**src/hw/ipx_defines.vh**
```
`ifndef IPX_DEFINES_VH
`define IPX_DEFINES_VH
// Register offsets (SFR addresses, byte index on the bus)
`define IPX_OFS_TIMER_AND_EXTERNAL_INT_CONTROL_CTRL   8'h88
`define IPX_OFS_IE_GATE     8'hA8
`define IPX_OFS_EIE_GATE    8'hE8
`define IPX_OFS_PRI_H1      8'hB7
`define IPX_OFS_PRI_L1      8'hB8
`define IPX_OFS_PRI_H2      8'hF7
`define IPX_OFS_PRI_L2      8'hFF
`define IPX_OFS_IRQ_STAT    8'hC0
`define IPX_OFS_IRQ_EN      8'hC1
`define IPX_OFS_IRQ_CLR     8'hC2
`define IPX_OFS_SVC_CTRL    8'hC3
// Field positions in the control register, and the gate bit (bit 7) of the IE gate register
`define IPX_BIT_EXT0_TYPE   0
`define IPX_BIT_EXT0_FLAG   1
`define IPX_BIT_EXT1_TYPE   2
`define IPX_BIT_EXT1_FLAG   3
`define IPX_BIT_GATE        7
// Writable-bit mask of group-2 priority registers; bits 3:2 are reserved
`define IPX_GRP2_MASK       8'hF3
// Reset values
`define IPX_RST_PRI         8'h00
`define IPX_RST_CTRL        8'h00
`endif

```
**src/hw/ipx_ctrl.v**
```verilog
`timescale 1ns/1ns
`include "ipx_defines.vh"
module ipx_ctrl (
  input  wire        core_clk,
  input  wire        resetn,
  input  wire [7:0]  avs_address,
  input  wire        avs_read,
  input  wire        avs_write,
  input  wire [31:0] avs_writedata,
  input  wire [3:0]  avs_byteenable,
  output reg  [31:0] avs_readdata,
  output wire        avs_waitrequest,
  output wire        avs_response_err,
  input  wire        ext0_pin,
  input  wire        ext1_pin,
  input  wire [13:0] periph_req,
  input  wire        svc_done,
  output reg         core_irq_req_q,
  output reg  [3:0]  core_irq_src_q,
  output reg  [1:0]  core_irq_lvl_q,
  output wire        irq
);
  // Source index: 0 ext0,1 t0,2 ext1,3 t1,4 serial,5 brownout,6 adc,7 capture,
  // 8 i2c,9 keypad,12 watchdog,13 brake,14 spi,15 t2 (10,11 unused)
  reg  [7:0]  pri_l1_q, pri_h1_q, pri_l2_q, pri_h2_q;
  reg  [7:0]  ie_q, eie_q;
  reg         ext0_type_q, ext1_type_q, ext0_edge_q, ext1_edge_q;
  reg         ext0_pin_q, ext1_pin_q;
  reg  [2:0]  irq_stat_q, irq_en_q;
  reg  [3:0]  act_q;
  reg  [3:0]  act_src0_q, act_src1_q, act_src2_q;
  reg         rd_q;
  wire        ext0_flag, ext1_flag;
  wire [15:0] req_all;
  wire [15:0] en_all;
  wire [31:0] lvl_all;
  wire        arb_hit;
  wire [3:0]  arb_idx;
  wire [1:0]  arb_lvl;
  wire        wr_byte;
  wire        take;
  reg  [1:0]  cur_lvl;
  reg         any_act;
  integer     k;

  function [7:0] ipx_merge;
    input [7:0] old;
    input [7:0] nw;
    input [7:0] msk;
    ipx_merge = (old & ~msk) | (nw & msk);
  endfunction

  assign avs_waitrequest  = (avs_read | avs_write) & ~rd_q & avs_read;
  assign avs_response_err = 1'b0;
  assign wr_byte          = avs_write & avs_byteenable[0];

  assign ext0_flag = ext0_type_q ? ext0_edge_q : ~ext0_pin;
  assign ext1_flag = ext1_type_q ? ext1_edge_q : ~ext1_pin;

  assign req_all = {periph_req[13:10], 2'b00, periph_req[9:4], periph_req[1],
                    ext1_flag, periph_req[0], ext0_flag};
  assign en_all  = {eie_q[7:4], 2'b00, eie_q[1:0], eie_q[2], ie_q[6:0]} &
                   {16{ie_q[7]}};

  genvar g;
  generate
    for (g = 0; g < 8; g = g + 1) begin : g_lvl
      assign lvl_all[2*g +: 2]      = {pri_h1_q[g], pri_l1_q[g]};
      assign lvl_all[2*(g+8) +: 2]  = {pri_h2_q[g], pri_l2_q[g]};
    end
  endgenerate

  ipx_arbiter #(
    .NSRC (16)
  ) u_arb (
    .req  (req_all & en_all),
    .lvl  (lvl_all),
    .hit  (arb_hit),
    .idx  (arb_idx),
    .best (arb_lvl)
  );

  always @* begin
    any_act = |act_q;
    cur_lvl = 2'h0;
    for (k = 0; k < 4; k = k + 1) begin
      if (act_q[k]) begin
        cur_lvl = k[1:0];
      end
    end
  end

  // Take a request only when idle or above every level in service
  assign take = arb_hit & ~core_irq_req_q & (~any_act | (arb_lvl > cur_lvl));
  assign irq  = |(irq_stat_q & irq_en_q);

  always @(posedge core_clk or negedge resetn) begin
    if (!resetn) begin
      rd_q <= 1'b0;
    end else begin
      rd_q <= avs_read & ~rd_q;
    end
  end

  always @(posedge core_clk or negedge resetn) begin
    if (!resetn) begin
      pri_l1_q       <= `IPX_RST_PRI;
      pri_h1_q       <= `IPX_RST_PRI;
      pri_l2_q       <= `IPX_RST_PRI;
      pri_h2_q       <= `IPX_RST_PRI;
      ie_q           <= `IPX_RST_CTRL;
      eie_q          <= `IPX_RST_CTRL;
      ext0_type_q    <= 1'b0;
      ext1_type_q    <= 1'b0;
      ext0_edge_q    <= 1'b0;
      ext1_edge_q    <= 1'b0;
      ext0_pin_q     <= 1'b1;
      ext1_pin_q     <= 1'b1;
      irq_stat_q     <= 3'h0;
      irq_en_q       <= 3'h0;
      act_q          <= 4'h0;
      act_src0_q     <= 4'h0;
      act_src1_q     <= 4'h0;
      act_src2_q     <= 4'h0;
      core_irq_req_q <= 1'b0;
      core_irq_src_q <= 4'h0;
      core_irq_lvl_q <= 2'h0;
      avs_readdata   <= 32'h0;
    end else begin
      ext0_pin_q <= ext0_pin;
      ext1_pin_q <= ext1_pin;
      // Software writes
      if (wr_byte) begin
        if (avs_address == `IPX_OFS_PRI_L1) begin
          pri_l1_q <= avs_writedata[7:0];
        end else if (avs_address == `IPX_OFS_PRI_H1) begin
          pri_h1_q <= avs_writedata[7:0];
        end else if (avs_address == `IPX_OFS_PRI_L2) begin
          pri_l2_q <= ipx_merge(8'h00, avs_writedata[7:0], `IPX_GRP2_MASK);
        end else if (avs_address == `IPX_OFS_PRI_H2) begin
          pri_h2_q <= ipx_merge(8'h00, avs_writedata[7:0], `IPX_GRP2_MASK);
        end else if (avs_address == `IPX_OFS_IE_GATE) begin
          ie_q <= avs_writedata[7:0];
        end else if (avs_address == `IPX_OFS_EIE_GATE) begin
          eie_q <= avs_writedata[7:0];
        end else if (avs_address == `IPX_OFS_TIMER_AND_EXTERNAL_INT_CONTROL_CTRL) begin
          ext0_type_q <= avs_writedata[`IPX_BIT_EXT0_TYPE];
          ext1_type_q <= avs_writedata[`IPX_BIT_EXT1_TYPE];
        end else if (avs_address == `IPX_OFS_IRQ_EN) begin
          irq_en_q <= avs_writedata[2:0];
        end
      end
      // Edge flags: set wins over software clear and service clear
      if (ext0_pin_q & ~ext0_pin & ext0_type_q) begin
        ext0_edge_q <= 1'b1;
      end else if ((wr_byte && avs_address == `IPX_OFS_TIMER_AND_EXTERNAL_INT_CONTROL_CTRL &&
                    !avs_writedata[`IPX_BIT_EXT0_FLAG]) ||
                   (take && arb_idx == 4'h0) || !ext0_type_q) begin
        ext0_edge_q <= 1'b0;
      end
      if (ext1_pin_q & ~ext1_pin & ext1_type_q) begin
        ext1_edge_q <= 1'b1;
      end else if ((wr_byte && avs_address == `IPX_OFS_TIMER_AND_EXTERNAL_INT_CONTROL_CTRL &&
                    !avs_writedata[`IPX_BIT_EXT1_FLAG]) ||
                   (take && arb_idx == 4'h2) || !ext1_type_q) begin
        ext1_edge_q <= 1'b0;
      end
      // Vector request to core; one pulse per accepted source
      core_irq_req_q <= take;
      if (take) begin
        core_irq_src_q <= arb_idx;
        core_irq_lvl_q <= arb_lvl;
        act_q[arb_lvl] <= 1'b1;
        if (any_act) begin
          act_src2_q <= act_src1_q;
          act_src1_q <= act_src0_q;
        end
        act_src0_q <= arb_idx;
      end else if (svc_done && any_act) begin
        act_q[cur_lvl] <= 1'b0;
        act_src0_q     <= act_src1_q;
        act_src1_q     <= act_src2_q;
      end
      // Sticky status: bit0 request taken, bit1 preemption, bit2 service end
      irq_stat_q <= (irq_stat_q & ~((wr_byte && avs_address == `IPX_OFS_IRQ_CLR) ?
                     avs_writedata[2:0] : 3'h0)) |
                    {svc_done & any_act, take & any_act, take};
      // Read path
      if (avs_read) begin
        avs_readdata <= 32'h0;
        if (avs_address == `IPX_OFS_PRI_L1) begin
          avs_readdata[7:0] <= pri_l1_q;
        end else if (avs_address == `IPX_OFS_PRI_H1) begin
          avs_readdata[7:0] <= pri_h1_q;
        end else if (avs_address == `IPX_OFS_PRI_L2) begin
          avs_readdata[7:0] <= pri_l2_q;
        end else if (avs_address == `IPX_OFS_PRI_H2) begin
          avs_readdata[7:0] <= pri_h2_q;
        end else if (avs_address == `IPX_OFS_IE_GATE) begin
          avs_readdata[7:0] <= ie_q;
        end else if (avs_address == `IPX_OFS_EIE_GATE) begin
          avs_readdata[7:0] <= eie_q;
        end else if (avs_address == `IPX_OFS_TIMER_AND_EXTERNAL_INT_CONTROL_CTRL) begin
          avs_readdata[7:0] <= {4'h0, ext1_flag, ext1_type_q, ext0_flag, ext0_type_q};
        end else if (avs_address == `IPX_OFS_IRQ_STAT) begin
          avs_readdata[2:0] <= irq_stat_q;
        end else if (avs_address == `IPX_OFS_IRQ_EN) begin
          avs_readdata[2:0] <= irq_en_q;
        end else if (avs_address == `IPX_OFS_SVC_CTRL) begin
          avs_readdata[7:0] <= {act_q, act_src0_q};
        end
      end
    end
  end
endmodule

```
**src/hw/ipx_arbiter.v**
```verilog
`timescale 1ns/1ns
// Picks the enabled request of the highest level; lowest index wins ties
module ipx_arbiter #(
  parameter NSRC = 16
) (
  input  wire [NSRC-1:0]   req,
  input  wire [2*NSRC-1:0] lvl,
  output reg               hit,
  output reg  [3:0]        idx,
  output reg  [1:0]        best
);
  integer i;
  always @* begin
    hit  = 1'b0;
    idx  = 4'h0;
    best = 2'h0;
    for (i = NSRC - 1; i >= 0; i = i - 1) begin
      if (req[i] && (!hit || lvl[2*i +: 2] >= best)) begin
        hit  = 1'b1;
        idx  = i[3:0];
        best = lvl[2*i +: 2];
      end
    end
  end
endmodule

```
**config.mk**
```make
export PLATFORM = sky130hd
export DESIGN_NAME = ipx_ctrl
export DESIGN_NICKNAME = d
export VERILOG_FILES = /design/src/hw/ipx_ctrl.v /design/src/hw/ipx_arbiter.v
export VERILOG_INCLUDE_DIRS = /design/src /design/src/hw
export SDC_FILE = /design/constraint.sdc
export NUM_CORES = 1
export LEC_CHECK = 0
export BUFFER_PORTS_ARGS = -buffer_cell sky130_fd_sc_hd__buf_4
export CORE_MARGIN = 2
export CORE_UTILIZATION = 55
export CTS_BUF_LIST = sky130_fd_sc_hd__clkbuf_4
export DETAILED_ROUTE_END_ITERATION = 12
export GPL_TIMING_DRIVEN = 0
export PLACE_DENSITY = 0.83
export SYNTH_ARGS = -nofsm -noshare
export SYNTH_HDL_FRONTEND = slang
export SYNTH_SLANG_ARGS = --single-unit
```
**constraint.sdc**
```tcl
create_clock -name core_clk -period 38.6 [get_ports core_clk]
set_clock_uncertainty 0.05 [all_clocks]
set_input_delay 1.93 -clock core_clk [delete_from_list [all_inputs] [get_ports core_clk]]
set_output_delay 1.93 -clock core_clk [all_outputs]
set_load 0.005 [all_outputs]
```
==> impl_results.md <==
* Outcome: finished clean
* Largest cells by area after synthesis: dfrtp_1 (38%), mux2_2 (8.7%), nand2_1 (5.3%)
* Worst path required time at 38930 ps
* Final period utilization at 55.6%
* Internal power at 155 µW
* Crit start category: input pin
* Top cells by count, synth: dfrtp_1 (86), nand2_1 (80), mux2_2 (44), o21ai_0 (41), nor2_1 (36)
* Height of the chip at 105 µm
* Core ar. at 0.0101 mm²
* Row count at 37
* Switch share at 33.0%
* Later-pin clock latency in the skew report at 460 ps
* Global-route wire length before repair at 25300 µm
* Area fraction of the dominant cell type after synthesis at 38.0%
* Fin Setup TNS at 0 ps
* Vias in the first global route at 5185
* Ant. Diodes at 0
* Critical-path maximum fanout at 10
* Postcts setup bufs at 0
* Yosys cell types at 70
* Share of cells above drive strength 1 at 21.6%
* Initial core utilization at 55.9%
* # resized after CTS at 0
* Synth async-reset ratio at 100%
* Simple-gate share of the synthesized area at 17.9%
* Post-synthesis cell area at 0.00566 mm²
* CTS root buf: clkbuf_4
* DR iter-0 viols at 430
* Setup Crit Path Kind: in -> reg
* Io pins at 107
* Synth Area per Inst at 9.18 µm²
* Peak supply drop at 33.7 µV
* Max Clk Rate at 0.0466 GHz
* Post-synth top flop: dfrtp_1
* Worst Hold Class: reg -> reg
* Buf/Inv on CP at 8
* Combinational share of power at 27.5%
* GRT Total Usage at 29.0%
* Reg clk slew, reported paths at 140 ps
* Port bufs at 48
* Pwr dens at 36.0 mW/mm²
* Clk pwr share at 22.5%
* Crit-path most repeated cell: ha_1
* CTS Buf Count at 9
* Worst slew pin tran at 1090 ps
* Detailed Route WL at 15800 µm
* CTS H-tree lvls at 3
* Most common cell in the netlist: dfrtp_1
* Number of fillers in the final layout at 855
* Delay-heaviest family, CP: compound AO/OA/AOI/OAI gates
* Clk buf depth at 2
* Sink Count at 88
* Post-route ant nets at 0
* Yosys warns at 0
* GPL Wtd Cong at 0.979
* Relative slew slack at 27.3%
* Dpl ws at 16970 ps
* Multiplexer area fraction after synthesis at 10.8%
* Max-Cap Viols at 0
* Largest stage delay, worst path at 600 ps
* Final setup violation count at 0
* Final Hold Viols at 0
* Routed vias at 5229
* Final HPWL DP at 12000 µm
* Critical Path AT at 21790 ps
* Hold_buf cts at 0
* Avg WL per Cell at 18.8 µm
* XOR/XNOR Fraction of Synth Area at 0%
* Unrepaired setup endpoints after global routing: no
* 1st-pass router iterations at 7
* Crit path capture type: flip-flop
* Final WS setup at 17140 ps
* Remaining DRCs at 0
* CTS tree: yes
* Final Max Slew Viols at 0
* Crit path time final at 21460 ps
* Psw at 76.2 µW
* Post-synthesis register bit count at 88
* Initial antenna violation count at 0
* Synth Area in Adders at 4.86%
* Register area share after synthesis at 38.9%
* Cell taking the most area after synthesis: dfrtp_1
* Pin count of the biggest net entering global routing at 89
* Largest family of logic cells by synthesized area: compound AO/OA/AOI/OAI gates
* Post-Syn Instances at 617
* Synth Area in Compound Gates at 20.7%
* Layout Nets at 787
* Vias per cell at 6.22
* Number of synthesized flops with an enable pin at 0
* Sequential Power Share at 50.0%
* Hold WS at 391 ps
* Die area at 0.0111 mm²
* Die Wd at 105 µm
* Slowest-stage cell, CP: a221oi_1
* GRT overflow at 0
* Synth-to-layout area growth at 13.3%
* Leakage at 0.00310 µW
-- cells by family (layout without fill, tap and decap cells) --
logic type,count (synthesis),after routing
flip-flops,88,88
AND/OR/NAND/NOR,209,209
buffers and inverters,75,139
other,1,25
adder cells (fa/ha/maj),22,22
AO/OA/AOI/OAI,167,167
multiplexers,55,55
-- registers in the layout (all words and copies together), names as in the netlist --
name and flops:
irq_en_q 3, act_src1_q 4, act_src2_q 4, pri_h2_q 6
core_irq_src_q 4, ext0_pin_q 1, pri_l1_q 8, ext1_pin_q 1
ext0_type_q 1, ext0_edge_q 1, ext1_type_q 1, core_irq_req_q 1
avs_readdata 8, act_src0_q 4, irq_stat_q 3, act_q 4
pri_h1_q 8, core_irq_lvl_q 2, eie_q 8, ie_q 8
ext1_edge_q 1, rd_q 1, pri_l2_q 6
-- cell type report --
cell class | instances | area [µm²] | share of cell area (%)
timing repair buffer | 48 | 360 | 5.62
sequential | 88 | 2200 | 34.4
tap | 136 | 170 | 2.65
buffer | 44 | 268 | 4.17
clock inverter | 5 | 47.5 | 0.741
multi-input combinational | 478 | 3160 | 49.3
clock buffer | 11 | 82.6 | 1.29
inverter | 31 | 116 | 1.81
-- placed cells by master (no fill, tap or decap), types with 3 or more instances in the layout --
| master | instances |
|---|---|
| a222oi_1 | 9 |
| nor2_1 | 36 |
| o21a_1 | 3 |
| clkbuf_1 | 15 |
| a2bb2oi_1 | 3 |
| dfrtp_1 | 86 |
| o211a_1 | 3 |
| nand4_1 | 7 |
| o211ai_1 | 5 |
| a21boi_0 | 3 |
| nand3_1 | 13 |
| o22ai_1 | 11 |
| a22oi_1 | 5 |
| o21ai_0 | 41 |
| a22o_1 | 4 |
| a21oi_1 | 26 |
| nor2b_1 | 10 |
| and2_1 | 5 |
| mux2i_1 | 10 |
| conb_1 | 25 |
| nand2_1 | 80 |
| and3_1 | 7 |
| o21bai_1 | 3 |
| a31oi_1 | 13 |
| ha_1 | 22 |
| or3_1 | 5 |
| a211oi_1 | 5 |
| buf_4 | 73 |
| mux2_2 | 44 |
| a221oi_1 | 4 |
| clkbuf_4 | 11 |
| inv_1 | 31 |
| nor3_1 | 13 |
| nand2b_1 | 18 |
| a21o_1 | 5 |
-- metrics by stage --
| stage | total power (µW) | std cells | cell area [µm²] | util, % |
|---|---|---|---|---|
| 6_report | 231 | 841 | 6410 | 63.3 |
| 2_1_floorplan | 154 | 641 | 5750 | - |
| 4_1_cts | 230 | 841 | 6410 | 63.3 |
| 3_5_place_dp | 180 | 825 | 6280 | 62.0 |
| 5_1_grt | 243 | 841 | 6410 | 63.3 |
| 3_3_place_gp | 176 | 825 | 6280 | 62.0 |
-- path summary, 6_finish.rpt --
check | slack [ps] | cells past startpoint | from | to
max | 17140 | 100 | periph_req[13] | act_src0_q[0]
min | 390 | 1 | rd_q | rd_q
max reg2reg | 17250 | 100 | ie_q[7] | act_src0_q[0]
min reg2reg | 390 | 1 | rd_q | rd_q
max in group asynchronous | 36190 | 1 | resetn | pri_l2_q[5]
min in group asynchronous | 1600 | 1 | resetn | core_irq_src_q[3]
-- routing by layer --
layer	share of wire [%]	track usage (%)
met1	39	35.1
met2	49	49.6
met3	7.4	4.39
met4	4.5	15.9
met5	0	0
-- worst reg2reg max path: cells and delay by family, from the launching register on --
family | cells | cell delay (ps)
AOI/OAI and AO/OA | 37 | 8540
and+or+nand+nor | 38 | 5660
adders and majority gates | 14 | 3570
buffers and inverters | 9 | 2180
muxes | 2 | 740
DFF | 1 | 530
-- power groups by stage --
| stage | Sequential (µW) | Clock (µW) | Combinational (µW) |
|---|---|---|---|
| floorplan | 114 | 0 | 40.9 |
| global placement | 116 | 0 | 59.8 |
| detailed placement | 117 | 0 | 63.0 |
| CTS | 115 | 51.8 | 63.4 |
| global route | 117 | 55.3 | 70.9 |
| finish | 115 | 51.9 | 63.5 |
Power figures use the tool's default switching activity.
